`src/logic/cec_pkg.sv`:
```
`default_nettype none
package cec_pkg;
  // Error codes as signed 16-bit values.
  localparam logic signed [15:0] ERR_NONE = 16'sh0000;
  localparam logic signed [15:0] ERR_NUMERIC = -16'sd120;
  localparam logic signed [15:0] ERR_EXPONENT = -16'sd123;
  localparam logic signed [15:0] ERR_PROTECTED = -16'sd203;
  localparam logic signed [15:0] ERR_CONFLICT = -16'sd221;
  localparam logic signed [15:0] ERR_RANGE = -16'sd222;
  localparam logic signed [15:0] ERR_TOO_MUCH = -16'sd223;
  localparam logic signed [15:0] ERR_ILLEGAL = -16'sd224;
  localparam logic signed [15:0] ERR_LIST_LEN = -16'sd226;
  localparam logic signed [15:0] ERR_OVERFLOW = -16'sd350;
  localparam logic signed [15:0] ERR_OVERRUN = -16'sd363;
  // Event status register bit positions.
  localparam int ESR_DEV_BIT = 3;
  localparam int ESR_EXE_BIT = 4;
  localparam int ESR_CMD_BIT = 5;
  localparam int ESR_W = 8;
  localparam logic [ESR_W-1:0] ESR_RESET = 8'h00;
  // Input message length limit in characters.
  localparam int MAX_MSG_CHARS = 253;
  // Qualifier codes carried with each queued entry.
  localparam logic [2:0] Q_NONE = 3'h0;
  localparam logic [2:0] Q_OUT_OFF = 3'h1;
  localparam logic [2:0] Q_EXT_REF = 3'h2;
  localparam logic [2:0] Q_MODE = 3'h3;
  localparam logic [2:0] Q_LIST_RUN = 3'h4;
  localparam logic [2:0] Q_VOLT = 3'h1;
  localparam logic [2:0] Q_CURR = 3'h2;
  localparam logic [2:0] Q_DWELL = 3'h3;
  localparam logic [2:0] Q_TOO_SMALL = 3'h1;
  // Fault kinds reported by the parser, one per cycle.
  typedef enum logic [3:0] {
    CEC_F_NONE, CEC_F_NUMERIC, CEC_F_EXPONENT, CEC_F_PROTECTED, CEC_F_CONFLICT,
    CEC_F_RANGE, CEC_F_TOO_MUCH, CEC_F_ILLEGAL, CEC_F_LIST_LEN, CEC_F_OVERRUN
  } cec_fault_t;
endpackage
`default_nettype wire

```
`src/logic/cec_classifier.sv`:
```
// Summary of operation
// - A non-numeric where a number is expected queues -120 and sets event status bit 5.
// - An exponent out of range queues -123 and sets event status bit 5.
// - A protected command while unlock is inactive queues -203 and sets bit 4; the host unlocks first.
// - A state conflict queues -221, sets bit 4, and names output off, external reference, mode or list running.
// - An over-rating or out-of-range value queues -222 and sets bit 4.
// - A known failing parameter tags the -222 entry as voltage, current or dwell.
// - A list that fills during loading queues -223 and sets bit 4.
// - A dwell list length other than 1 and unequal to the voltage or current list length queues -226 with bit 4.
// - The list mismatch also exists as a too-small form with code -226 and bit 4.
// - An error arriving on a full queue records -350 so the loss is visible.
// - An input longer than 253 characters records -363.
`timescale 1ns/1ps
`default_nettype none
module cec_classifier #(
  parameter int DEPTH = 16,
  parameter int QW = 3
) (
  // Clock and reset.
  input wire logic CLOCK,
  input wire logic RESETN,
  // Fault report from the parser.
  input wire logic FAULT_VALID,
  input wire cec_pkg::cec_fault_t FAULT_KIND,
  input wire logic [2:0] FAULT_QUAL,
  input wire logic PASSWORD_UNLOCK_ACTIVE,
  // Characters of the current input message.
  input wire logic CHAR_VALID,
  input wire logic MSG_END,
  // Queue read by the host.
  input wire logic QUEUE_READ,
  output logic [15:0] ERR_CODE,
  output logic [2:0] ERR_QUAL,
  output logic QUEUE_EMPTY,
  // Event status register.
  input wire logic ESR_CLEAR,
  output logic [cec_pkg::ESR_W-1:0] ESR,
  // Gate for applying a command's settings.
  output logic CMD_ACCEPT
);
  localparam int AW = $clog2(DEPTH);
  localparam int CW = 9;
  localparam logic [CW-1:0] MAX_CHARS = CW'(cec_pkg::MAX_MSG_CHARS);

  logic [15:0] mem_code [DEPTH];
  logic [QW-1:0] mem_qual [DEPTH];
  logic [AW-1:0] rd_q, rd_d, wr_q, wr_d;
  logic [AW:0] cnt_q, cnt_d;
  logic [cec_pkg::ESR_W-1:0] esr_q, esr_d;
  logic [CW-1:0] chars_q, chars_d;
  logic ovr_q, ovr_d;
  logic [15:0] code_q, code_d;
  logic [2:0] qual_q, qual_d;
  logic push;
  logic [15:0] push_code;
  logic [QW-1:0] push_qual;
  logic push_cmd, push_exe, push_dev;
  logic pop;

  // Classifies a fault kind into its error code.
  function automatic logic [15:0] code_of(cec_pkg::cec_fault_t k);
    unique case (k)
      cec_pkg::CEC_F_NONE: code_of = cec_pkg::ERR_NONE;
      cec_pkg::CEC_F_NUMERIC: code_of = cec_pkg::ERR_NUMERIC;
      cec_pkg::CEC_F_EXPONENT: code_of = cec_pkg::ERR_EXPONENT;
      cec_pkg::CEC_F_PROTECTED: code_of = cec_pkg::ERR_PROTECTED;
      cec_pkg::CEC_F_CONFLICT: code_of = cec_pkg::ERR_CONFLICT;
      cec_pkg::CEC_F_RANGE: code_of = cec_pkg::ERR_RANGE;
      cec_pkg::CEC_F_TOO_MUCH: code_of = cec_pkg::ERR_TOO_MUCH;
      cec_pkg::CEC_F_ILLEGAL: code_of = cec_pkg::ERR_ILLEGAL;
      cec_pkg::CEC_F_LIST_LEN: code_of = cec_pkg::ERR_LIST_LEN;
      cec_pkg::CEC_F_OVERRUN: code_of = cec_pkg::ERR_OVERRUN;
      default: code_of = cec_pkg::ERR_NONE;
    endcase
  endfunction

  // Protected reports only count while unlock is inactive; the parser may report them anyway.
  logic fault_live;
  assign fault_live = FAULT_VALID && FAULT_KIND != cec_pkg::CEC_F_NONE &&
    !(FAULT_KIND == cec_pkg::CEC_F_PROTECTED && PASSWORD_UNLOCK_ACTIVE);

  // Message length counter; overrun raised once when the limit is passed.
  logic overrun_ev;
  always_comb begin
    chars_d = chars_q;
    ovr_d = ovr_q;
    overrun_ev = 1'b0;
    if (CHAR_VALID && !ovr_q) begin
      if (chars_q == MAX_CHARS) begin
        ovr_d = 1'b1;
        overrun_ev = 1'b1;
      end else begin
        chars_d = chars_q + CW'(1);
      end
    end
    if (MSG_END) begin
      chars_d = '0;
      ovr_d = 1'b0;
    end
  end

  // Overrun has priority over a same-cycle parser fault, which is then dropped.
  always_comb begin
    push = 1'b0;
    push_code = cec_pkg::ERR_NONE;
    push_qual = QW'(cec_pkg::Q_NONE);
    push_cmd = 1'b0;
    push_exe = 1'b0;
    push_dev = 1'b0;
    if (overrun_ev) begin
      push = 1'b1;
      push_code = cec_pkg::ERR_OVERRUN;
      push_dev = 1'b1;
    end else if (fault_live) begin
      push = 1'b1;
      push_code = code_of(FAULT_KIND);
      push_cmd = FAULT_KIND inside {cec_pkg::CEC_F_NUMERIC, cec_pkg::CEC_F_EXPONENT};
      push_exe = !push_cmd && FAULT_KIND != cec_pkg::CEC_F_OVERRUN;
      push_dev = FAULT_KIND == cec_pkg::CEC_F_OVERRUN;
      if (FAULT_KIND inside {cec_pkg::CEC_F_CONFLICT, cec_pkg::CEC_F_RANGE, cec_pkg::CEC_F_LIST_LEN}) begin
        push_qual = QW'(FAULT_QUAL);
      end
    end
  end

  assign pop = QUEUE_READ;

  // Queue pointers and the read-out register.
  always_comb begin
    rd_d = rd_q;
    wr_d = wr_q;
    cnt_d = cnt_q;
    code_d = code_q;
    qual_d = qual_q;
    if (pop) begin
      if (cnt_q != '0) begin
        code_d = mem_code[rd_q];
        qual_d = 3'(mem_qual[rd_q]);
        rd_d = (rd_q == AW'(DEPTH - 1)) ? '0 : rd_q + AW'(1);
      end else begin
        code_d = cec_pkg::ERR_NONE;
        qual_d = cec_pkg::Q_NONE;
      end
    end
    if (push && (cnt_q - (pop && cnt_q != '0 ? (AW+1)'(1) : '0)) < (AW+1)'(DEPTH)) begin
      wr_d = (wr_q == AW'(DEPTH - 1)) ? '0 : wr_q + AW'(1);
    end
    cnt_d = cnt_q + ((push && (cnt_q - (pop && cnt_q != '0 ? (AW+1)'(1) : '0)) < (AW+1)'(DEPTH)) ? (AW+1)'(1) : '0)
      - ((pop && cnt_q != '0) ? (AW+1)'(1) : '0);
  end

  // Free space after this cycle's pop decides between storing and overflow marking.
  logic room, store;
  logic [AW-1:0] last_idx;
  assign room = (cnt_q - ((pop && cnt_q != '0) ? (AW+1)'(1) : '0)) < (AW+1)'(DEPTH);
  assign store = push && room;
  assign last_idx = (wr_q == '0) ? AW'(DEPTH - 1) : wr_q - AW'(1);

  always_ff @(posedge CLOCK) begin
    if (store) begin
      mem_code[wr_q] <= push_code;
      mem_qual[wr_q] <= push_qual;
    end else if (push) begin
      mem_code[last_idx] <= cec_pkg::ERR_OVERFLOW;
      mem_qual[last_idx] <= QW'(cec_pkg::Q_NONE);
    end
  end

  // Event status bits; a new event wins over a same-cycle clear.
  always_comb begin
    esr_d = ESR_CLEAR ? cec_pkg::ESR_RESET : esr_q;
    if (push_cmd) esr_d[cec_pkg::ESR_CMD_BIT] = 1'b1;
    if (push_exe) esr_d[cec_pkg::ESR_EXE_BIT] = 1'b1;
    if (push_dev || (push && !room)) esr_d[cec_pkg::ESR_DEV_BIT] = 1'b1;
  end

  always_ff @(posedge CLOCK or negedge RESETN) begin
    if (!RESETN) begin
      rd_q <= '0;
      wr_q <= '0;
      cnt_q <= '0;
      esr_q <= cec_pkg::ESR_RESET;
      chars_q <= '0;
      ovr_q <= 1'b0;
      code_q <= cec_pkg::ERR_NONE;
      qual_q <= cec_pkg::Q_NONE;
    end else begin
      rd_q <= rd_d;
      wr_q <= wr_d;
      cnt_q <= cnt_d;
      esr_q <= esr_d;
      chars_q <= chars_d;
      ovr_q <= ovr_d;
      code_q <= code_d;
      qual_q <= qual_d;
    end
  end

  assign ERR_CODE = code_q;
  assign ERR_QUAL = qual_q;
  assign QUEUE_EMPTY = cnt_q == '0;
  assign ESR = esr_q;
  // Settings may only be applied for a command that raised no fault.
  assign CMD_ACCEPT = !(FAULT_VALID && fault_live);

  chk_cmd_bit_set: assert property (@(posedge CLOCK) disable iff (!RESETN)
    (fault_live && FAULT_KIND == cec_pkg::CEC_F_NUMERIC && !overrun_ev) |=> ESR[cec_pkg::ESR_CMD_BIT])
    else $error("numeric error did not set command bit");
  chk_exp_no_exe: assert property (@(posedge CLOCK) disable iff (!RESETN)
    (fault_live && FAULT_KIND == cec_pkg::CEC_F_EXPONENT && !overrun_ev && !ESR_CLEAR && !esr_q[cec_pkg::ESR_EXE_BIT])
    |=> !ESR[cec_pkg::ESR_EXE_BIT] && ESR[cec_pkg::ESR_CMD_BIT])
    else $error("exponent error set wrong status bit");
  chk_protect_unlocked: assert property (@(posedge CLOCK) disable iff (!RESETN)
    (FAULT_VALID && FAULT_KIND == cec_pkg::CEC_F_PROTECTED && PASSWORD_UNLOCK_ACTIVE) |-> !push || overrun_ev)
    else $error("protected command queued while unlocked");
  chk_exe_bit_set: assert property (@(posedge CLOCK) disable iff (!RESETN)
    (fault_live && FAULT_KIND == cec_pkg::CEC_F_RANGE && !overrun_ev) |=> ESR[cec_pkg::ESR_EXE_BIT])
    else $error("range error did not set execution bit");
  chk_set_beats_clear: assert property (@(posedge CLOCK) disable iff (!RESETN)
    (push_exe && ESR_CLEAR) |=> ESR[cec_pkg::ESR_EXE_BIT])
    else $error("same-cycle clear hid an execution error");
  chk_empty_zero: assert property (@(posedge CLOCK) disable iff (!RESETN)
    (pop && QUEUE_EMPTY) |=> ERR_CODE == cec_pkg::ERR_NONE)
    else $error("empty queue read did not return zero");
  chk_count_bound: assert property (@(posedge CLOCK) disable iff (!RESETN)
    cnt_q <= (AW+1)'(DEPTH))
    else $error("queue count above depth");
  chk_full_stays: assert property (@(posedge CLOCK) disable iff (!RESETN)
    (cnt_q == (AW+1)'(DEPTH) && push && !pop) |=> cnt_q == (AW+1)'(DEPTH) && ESR[cec_pkg::ESR_DEV_BIT])
    else $error("overflow not recorded");
  chk_overrun_push: assert property (@(posedge CLOCK) disable iff (!RESETN)
    (CHAR_VALID && !ovr_q && chars_q == MAX_CHARS) |-> push && push_code == cec_pkg::ERR_OVERRUN)
    else $error("overrun not recorded at limit");
  chk_refused_gate: assert property (@(posedge CLOCK) disable iff (!RESETN)
    (FAULT_VALID && FAULT_KIND != cec_pkg::CEC_F_NONE &&
      !(FAULT_KIND == cec_pkg::CEC_F_PROTECTED && PASSWORD_UNLOCK_ACTIVE))
    |-> !CMD_ACCEPT ##1 !QUEUE_EMPTY)
    else $error("refused command accepted or not queued");
endmodule
`default_nettype wire

```
`config.mk`:
```
export PLATFORM = sky130hd
export DESIGN_NAME = cec_classifier
export DESIGN_NICKNAME = d
export VERILOG_FILES = /design/src/logic/cec_pkg.sv /design/src/logic/cec_classifier.sv
export SDC_FILE = /design/constraint.sdc
export NUM_CORES = 1
export LEC_CHECK = 0
export ABC_AREA = 1
export BUFFER_PORTS_ARGS = -buffer_cell sky130_fd_sc_hd__buf_2
export CORE_ASPECT_RATIO = 1.25
export CORE_MARGIN = 2
export CORE_UTILIZATION = 36
export DETAILED_ROUTE_END_ITERATION = 7
export GPL_ROUTABILITY_DRIVEN = 0
export PLACE_DENSITY_LB_ADDON = 0.1
export SKIP_LAST_GASP = 1
export SLEW_MARGIN = 10
export SYNTH_ARGS = -nofsm -noshare
export SYNTH_HDL_FRONTEND = slang
export SYNTH_SLANG_ARGS = --single-unit
```
`constraint.sdc`:
```
create_clock -name CLOCK -period 3.5 [get_ports CLOCK]
set_input_delay 0.35 -clock CLOCK [delete_from_list [all_inputs] [get_ports CLOCK]]
set_output_delay 0.35 -clock CLOCK [all_outputs]
set_load 0.005 [all_outputs]
```
==> results.md, run 1 <==
| Item | This run |
|:---|:---|
| CP arrival | 3380 ps |
| Leakage power total | 0.004562 uW |
| Die H | 192.3 um |
| Die footprint | 29720 um^2 |
| Worst Setup Path Type | flip-flop to flip-flop |
| Transition time at the pin with the least slew margin | 973.9 ps |
| Setup violations, final | 0 |
| Total wire length | 25820 um |
| DP HPWL | 16600 um |
| Antenna violations before repair | 0 |
| Library cell with the largest summed area after synthesis | edfxtp_1 |
| Fin crit period | 2940 ps |
| Clock sinks | 230 |
| Top-count cell post-synth | edfxtp_1 |
| Maximum number of pins on one net before global-route repair | 50 |
| RSZ-0062 raised after global routing | no |
| Global route total overflow | 0 |
| Core utilization of the finished layout | 41.98% |
| Clock root buffer | clkbuf_16 |
| Routed wire per std cell | 19.43 um |
| Synthesis Warnings | 0 |
| Final hold viol count | 0 |
| Slowest-stage cell, CP | fa_1 |
| Site row count | 68 |
| Top cell family by delay on the critical path | adder cells |
| Horiz. Die Dim | 154.6 um |
| Number of fill cells in the layout | 2682 |
| Power per standard cell area | 796.2 nW/um^2 |
| Final clock skew | 10.43 ps |
| Via/cell ratio | 5.027 |
| Nature of the critical path startpoint | flip-flop |
| Proportion of layout cells with a drive suffix above 1 | 14.40% |
| Routed Antenna Nets | 0 |
| Initial DRC Count | 287 |
| Vias in the first global route | 6700 |
| Maximum buffer depth of the clock tree | 3 |
| Post-synthesis to final-layout area growth | 14.09% |
| Crit-path max cell delay | 410 ps |
| Drt pass-1 iters | 5 |
| Clock edge transition at the registers on the reported setup and hold paths | 60 ps |
| Total Nets Final | 993 |
| All-layer global routing usage | 17.76% |
| Critical path required time | 3940 ps |
| Cell chain of the critical path | inv_1, ha_1, nand2_1, nand3_1, nand2_1, nand3_2, nand2_1, nand2_2, ha_1, inv_1, ha_1, fa_1, a21oi_1, nor2_1, nor2_1, xor2_1 |
| Count of flip-flops with a built-in enable after synthesis | 192 |
| Initial standard-cell utilization of the core | 36.80% |
| Combined flip-flop and latch cell area | 6720 um^2 |
| Smallest setup slack after layout | 560.0 ps |
| Ranking of synthesized cells by instance count | edfxtp_1, nand2_1, nor2_1 |
| Type of the tightest min-delay check | input port to flip-flop |
| Maximum level of the CTS H-tree | 1 |
| Period Utilization, post-route | 84.00% |
| IO buf count | 37 |
| Final sum of negative setup slack | 0 ps |
| I/O Pins | 44 |
| Maximum clock rate | 340.1 MHz |
| Global-route wire length before repair | 39930 um |
| CP Max Fanout | 10 |
| Number of max-cap violations | 0 |
| Top_reg_cell synth | edfxtp_1 |
| Run status | complete, no violations |
| Maximum ir drop on the vdd rail | 0.3208 mV |
| CTS buffer count | 26 |
| Worst slew margin relative to its limit | 35.00% |
| Worst Setup End Kind | flip-flop |
| Final antenna diode count | 0 |
| Synthesized cell area | 10210 um^2 |
| Synth top area cells | edfxtp_1, dfrtp_1, nand2_1 |
| Sequential element share of the synthesized area | 65.81% |
| Async set or reset register ratio after synthesis | 16.52% |
| Number of pins exceeding their max-slew limit in the final report | 0 |
| Mean post-synth cell area | 11.30 um^2 |
| Yosys cell types | 40 |
| Count of unresolved DRC violations after routing | 0 |
| Yosys reg bits | 230 |
| Number of instances in the synthesized netlist | 903 |
| Area taken by multi-input logic gates | 3065 um^2 |
| Pre-CTS worst setup slack | 550.9 ps |
| Number of vias in the routed layout | 6681 |
| Insertion delay of the later-clocked pin in the worst-skew pair | 530 ps |
| Number of buffer and inverter instances along the worst setup path | 2 |
| Synth top area share | 56.49% |
| TritonCTS clock tree | yes |
| Placeable core region | 27740 um^2 |
-- power breakdown --
part | internal (uW) | total, uW | switching [uW]
Sequential | 3470 | 3680 | 214
Clock | 1370 | 2440 | 1070
Combinational | 996 | 3150 | 2160
Total | 5830 | 9270 | 3440
-- cell families after synthesis --
| family | synth area share, % |
|---|---|
| AO/OA/AOI/OAI | 8.545 |
| AND/OR/NAND/NOR | 15.75 |
| other | 0.03674 |
| buffers and inverters | 4.413 |
| XOR/XNOR | 0.6866 |
| multiplexers | 2.354 |
| adder cells (fa/ha/maj) | 2.403 |
| flip-flops | 65.81 |
-- final timing paths --
| path | from | endpoint | slack [ps] | cells after the start |
|---|---|---|---|---|
| worst max-delay path | cnt_q[2] | cnt_q[4] | 560 | 16 |
| worst min-delay path | MSG_END | chars_q[3] | 40 | 2 |
| worst max register to register | cnt_q[2] | cnt_q[4] | 560 | 16 |
| worst min register to register | ERR_CODE[4] | ERR_CODE[4] | 470 | 2 |
| max in group asynchronous | RESETN | rd_q[0] | 2400 | 3 |
| min in group asynchronous | RESETN | ESR[5] | 350 | 2 |
-- worst reg2reg max path: cells and delay by family (launching register included) --
kind | cells | cell delay [ps]
adder cells (fa/ha/maj) | 4 | 1160
AND/OR/NAND/NOR | 8 | 960
flip-flops | 1 | 340
AO/OA/AOI/OAI | 1 | 150
XOR/XNOR | 1 | 150
buffers and inverters | 2 | 120
-- registers in the layout, summed over array words and instances, names as in the netlist --
name	count
ESR	3
wr_q	4
ovr_q	1
chars_q	9
cnt_q	5
ERR_QUAL	3
mem_code	144
ERR_CODE	9
rd_q	4
mem_qual	48
-- through the flow --
| step | hold slack (ps) | std cells | power, uW | area, um^2 |
|---|---|---|---|---|
| floorplan | 54.41 | 908 | 5816 | 10220 |
| global placement | 390.5 | 1280 | 6937 | 10870 |
| detailed placement | 387.3 | 1280 | 6933 | 10870 |
| CTS | 19.68 | 1329 | 9393 | 11640 |
| global route | 25.17 | 1329 | 9894 | 11640 |
| finish | 37.32 | 1329 | 9271 | 11640 |
-- per-layer routing --
metal | GRT usage (%) | share of wire, % | vias to the layer above
met2 | 31.13 | 50 | 112
met4 | 5.199 | 2.5 | 0
li1 | - | - | 3245
met1 | 23.38 | 44 | 3285
met5 | 0 | 0 | -
met3 | 1.954 | 2.7 | 39
-- repair_timing --
item	in CTS	in global routing
gates resized for setup	0	0
hold buffers	1	0
endpoints found under the hold margin	18	0
buffers inserted	0	0
-- layout make-up --
| type | count | area share, % |
|---|---|---|
| timing repair buffer | 72 | 4.083 |
| clock buffer | 34 | 5.846 |
| sequential | 230 | 57.72 |
| multi-input combinational | 580 | 26.33 |
| tap | 350 | 3.761 |
| clock inverter | 14 | 0.6877 |
| inverter | 49 | 1.580 |
-- cells in the final DEF, fill, tap and decap left out, types with 2 or more instances in the layout --
master and instances:
buf_2 37, o211ai_1 2, buf_12 2, inv_2 2
conb_1 6, clkinv_1 5, nand4_2 2, clkinv_2 8
nand4_1 6, nor2_1 114, xor2_1 8, nor3_1 6
nand3_1 34, nor2_2 2, mux2i_1 24, dfrtp_1 37
edfxtp_1 192, o21a_1 2, nor2_4 2, buf_4 32
a21oi_1 37, o22ai_1 25, clkbuf_1 8, nand2_2 7
nand2_1 173, ha_1 18, o21ai_0 88, clkbuf_16 26
nand3_4 3, inv_1 46, nand2_4 4, nand3_2 6
No activity file was read; power rests on OpenSTA's default activity.
==> run 2: changes to the inputs <==
Settings changed: ABC_AREA 1 to 0.
Clock period 3.5 ns to 2.55 ns, I/O delays scaled along.
==> run 2 against run 1 <==
Net effect: the flow now finishes with violations (setup timing); combinational power up 64%; routed wire length down 17%; via count down 18%; sequential share of layout area down 3.0 points; area after synthesis down 2.6%; utilization up 2.9 points; die area down 2.6%; non-clock buffer count up 58; count of clock-buffer cells in the layout down 4; register-to-register slack worse by 610 ps; sequential power up 43%; synthesized cell count down 33%; critical endpoint unchanged; largest cell class unchanged; largest power group unchanged.
==> results.md, run 2 <==
| Item | This run | vs previous |
|:---|:---|:---|
| Run status | finished with violations | was complete, no violations |
| Count of unresolved DRC violations after routing | 0 | unchanged |
| Post-synthesis to final-layout area growth | 23.67% | was 14.09% |
| Synthesis Warnings | 0 | unchanged |
| Ranking of synthesized cells by instance count | edfxtp_1, dfrtp_1, mux4_2, nor2_1, nand2_1 | was edfxtp_1, nand2_1, nor2_1 |
| Final antenna diode count | 0 | unchanged |
| Count of flip-flops with a built-in enable after synthesis | 192 | unchanged |
| Maximum clock rate | 384.8 MHz | was 340.1 MHz |
| DP HPWL | 14340 um | was 16600 um |
| Transition time at the pin with the least slew margin | 790.5 ps | was 973.9 ps |
| Total wire length | 21440 um | was 25820 um |
| Reg-to-reg startpoint | chars_q[1] | was cnt_q[2] |
| I/O Pins | 44 | unchanged |
| Vias in the first global route | 5829 | was 6700 |
| Internal power summed over all cells | 9692 uW | was 5833 uW |
| Drt pass-1 iters | 4 | was 5 |
| TritonCTS clock tree | yes | unchanged |
| Number of pins exceeding their max-slew limit in the final report | 0 | unchanged |
| Synth top area cells | edfxtp_1, dfrtp_1, mux4_2 | was edfxtp_1, dfrtp_1, nand2_1 |
| Site row count | 68 | unchanged |
| Global route total overflow | 0 | unchanged |
| Synth top area share | 58.01% | was 56.49% |
| Cell depth of the worst flop-to-flop path | 14 | was 16 |
| Slowest-stage cell, CP | dfrtp_1 | was fa_1 |
| Worst slew margin relative to its limit | 47.30% | was 35.00% |
| Worst flop-to-flop path endpoint | cnt_q[4] | unchanged |
| Clock root buffer | clkbuf_16 | unchanged |
| Destination of the worst hold path | chars_q[3] | unchanged |
| Commonest non-fill, non-tap cells in the layout | edfxtp_1, buf_4, buf_2 | was edfxtp_1, nand2_1, nor2_1 |
| Initial DRC Count | 331 | was 287 |
| Proportion of layout cells with a drive suffix above 1 | 34.32% | was 14.40% |
| Horiz. Die Dim | 152.6 um | was 154.6 um |
| Largest registers | mem_code: 144 flops, mem_qual: 48 flops | unchanged |
| Mean post-synth cell area | 16.35 um^2 | was 11.30 um^2 |
| Smallest setup slack after layout | -49.07 ps | was 560.0 ps |
| Total Nets Final | 760 | was 993 |
| Synthesized cell area | 9938 um^2 | was 10210 um^2 |
| Total met3 wirelength after detailed routing | 563 um | was 706 um |
| CP arrival | 3020 ps | was 3380 ps |
| Violated checks | setup timing |  |
| Power per standard cell area | 1144 nW/um^2 | was 796.2 nW/um^2 |
| Final clock skew | 12.57 ps | was 10.43 ps |
| Library cell with the largest summed area after synthesis | edfxtp_1 | unchanged |
| IO buf count | 37 | unchanged |
| Routed wire per std cell | 19.61 um | was 19.43 um |
| Portion of total power attributed to combinational logic | 36.7% | was 34.0% |
| Maximum buffer depth of the clock tree | 3 | unchanged |
| Register with the most flip-flops | mem_code | unchanged |
| Crit-path max cell delay | 380 ps | was 410 ps |
| Yosys cell types | 55 | was 40 |
| Type of the tightest min-delay check | input port to flip-flop | unchanged |
| Leakage power total | 0.004495 uW | was 0.004562 uW |
| Sum of routed wire segments on met1 | 9087 um | was 11480 um |
| Placeable core region | 27400 um^2 | was 27740 um^2 |
| Antenna violations before repair | 0 | unchanged |
| RSZ-0062 raised after global routing | yes | was no |
| Cell Area, Placed | 11150 um^2 | was 10870 um^2 |
| All-layer global routing usage | 14.89% | was 17.76% |
| Worst Setup Path Type | flip-flop to flip-flop | unchanged |
| Number of instances in the synthesized netlist | 608 | was 903 |
| Routed Antenna Nets | 0 | unchanged |
| Beginning of the worst hold path | MSG_END | unchanged |
| CTS buffer count | 24 | was 26 |
| Maximum number of pins on one net before global-route repair | 53 | was 50 |
| Via/cell ratio | 4.986 | was 5.027 |
| Highest metal layer with signal wires | met4 | unchanged |
| Async set or reset register ratio after synthesis | 16.52% | unchanged |
| Amount of wire on met2 after detailed routing | 11370 um | was 12990 um |
| CP Max Fanout | 3 | was 10 |
| Final hold viol count | 0 | unchanged |
| Sequential element share of the synthesized area | 67.58% | was 65.81% |
| Fin crit period | 2599 ps | was 2940 ps |
| Period Utilization, post-route | 101.9% | was 84.00% |
| Number of max-cap violations | 0 | unchanged |
| Maximum ir drop on the vdd rail | 0.4717 mV | was 0.3208 mV |
| Die footprint | 28960 um^2 | was 29720 um^2 |
| Most common cell after layout, fill and taps aside | edfxtp_1 | unchanged |
| Proportion of power drawn by the clock network | 26.0% | was 26.3% |
| Clock sinks | 230 | unchanged |
| Switching power | 4370 uW | was 3438 uW |
| Top_reg_cell synth | edfxtp_1 | unchanged |
| Number of flip-flops in the largest register | 144 | unchanged |
| Insertion delay of the later-clocked pin in the worst-skew pair | 510 ps | was 530 ps |
| Global-route wire length before repair | 33490 um | was 39930 um |
| Switching Fraction | 31.08% | was 37.08% |
| Critical path required time | 2970 ps | was 3940 ps |
| Die H | 189.8 um | was 192.3 um |
| Top-count cell post-synth | edfxtp_1 | unchanged |
| Share of total power in sequential cells | 37.3% | was 39.7% |
| Yosys reg bits | 230 | unchanged |
| Initial standard-cell utilization of the core | 36.28% | was 36.80% |
| Finished Cell Area | 12290 um^2 | was 11640 um^2 |
| Worst hold stages | 2 | unchanged |
| Nature of the critical path startpoint | flip-flop | unchanged |
| Clock edge transition at the registers on the reported setup and hold paths | 60 ps | about the same |
| Worst Setup End Kind | flip-flop | unchanged |
| Maximum level of the CTS H-tree | 1 | unchanged |
| Final sum of negative setup slack | -69.44 ps | was 0 ps |
| Number of vias in the routed layout | 5450 | was 6681 |
| Internal reg-to-reg setup slack | -50 ps | was 560 ps |
| Cell chain of the critical path | inv_1, ha_2, nor2b_4, nand4_1, a21oi_4, inv_2, ha_4, inv_2, ha_4, fa_2, a21oi_2, nor2_1, nor2_1, xnor2_1 | was inv_1, ha_1, nand2_1, nand3_1, nand2_1, nand3_2, nand2_1, nand2_2, ha_1, inv_1, ha_1, fa_1, a21oi_1, nor2_1, nor2_1, xor2_1 |
| Setup violations, final | 2 | was 0 |
run 2: cell types whose count changed in the layout (fill, tap and decap cells not counted), sizes merged, moves of 11 or more:
| cell | delta |
|---|---|
| nand2 | -150 |
| nor2 | -82 |
| o21ai | -64 |
| buf | +56 |
| mux4 | +48 |
| nand3 | -42 |
| a21oi | -17 |
| inv | -16 |
| mux2 | +13 |
| o22ai | -11 |
run 2: power by group through the flow:
| stage | clock network (uW) | registers (uW) | logic [uW] |
|---|---|---|---|
| after floorplan | 0 | 5230 | 3110 |
| after global placement | 0 | 5300 | 4680 |
| after detailed placement | 0 | 5330 | 4740 |
| after CTS | 3760 | 5260 | 4840 |
| after global routing | 3890 | 5330 | 5660 |
| final | 3650 | 5250 | 5160 |
run 2: per-stage QoR:
| stage | instances | util [%] | total power (uW) | setup WS (ps) | hold WS (ps) |
|---|---|---|---|---|---|
| final | 1093 | 44.86 | 14060 | -49.07 | 71.78 |
| after detailed placement | 1037 | 40.70 | 10070 | -165.7 | 362.3 |
| after global placement | 1037 | 40.70 | 9977 | -116.0 | 338.5 |
| after CTS | 1082 | 43.96 | 13850 | -81.74 | 46.15 |
| after floorplan | 613 | - | 8337 | -106.1 | -40.59 |
| after global routing | 1093 | 44.86 | 14870 | -201.7 | 85.55 |
run 2: layout make-up:
class	instances	area [um^2]
flip-flops and latches	230	6721
clock inverters	13	181.4
inverters	32	120.1
fillers	2418	15110
clock buffers	30	644.4
multi-input cells	308	3084
repair buffers	130	1101
well taps	350	437.9
run 2: worst max-delay path by stage:
stage	slack, ps	depth (start not counted)	endpoint	startpoint
2_1_floorplan	-110	8	mem_code[3][0]	wr_q[0]
3_3_place_gp	-120	13	cnt_q[4]	cnt_q[2]
3_5_place_dp	-170	13	cnt_q[4]	cnt_q[2]
4_1_cts	-80	14	cnt_q[4]	cnt_q[2]
5_1_grt	-200	14	cnt_q[4]	chars_q[1]
6_report	-50	14	cnt_q[4]	chars_q[1]
run 2: kinds of logic (layout without fill, tap and decap cells):
group	count (synthesis)	after routing	synth area share [%]
flip-flops	230	230	67.58
AND/OR/NAND/NOR	107	107	5.074
AO/OA/AOI/OAI	86	86	5.577
multiplexers	76	76	14.31
buffers and inverters	75	205	3.714
adder cells (fa/ha/maj)	19	19	2.468
XOR/XNOR	14	14	1.234
other	1	6	0.03773
run 2: per-layer routing:
metal | GRT usage [%] | vias to the layer above
met1 | 18.45 | 2783
met4 | 3.917 | 0
li1 | - | 2562
met3 | 2.027 | 31
met5 | 0 | -
met2 | 27.41 | 74
run 2: critical path, delay by kind of cell (launching register included):
family	cells	cell delay, ps
buf+inv	3	170
fa+ha+maj	4	940
compound gates	2	350
flops	1	380
xor+xnor	1	150
simple gates	4	540
run 2: what timing repair did:
item	in CTS	in global routing
endpoints found under the setup margin	162	195
buffers inserted	0	9
hold buffers	2	0
resized for setup	12	38
hold endpoints to repair	30	0
pin swaps	1	11
gates cloned	0	2
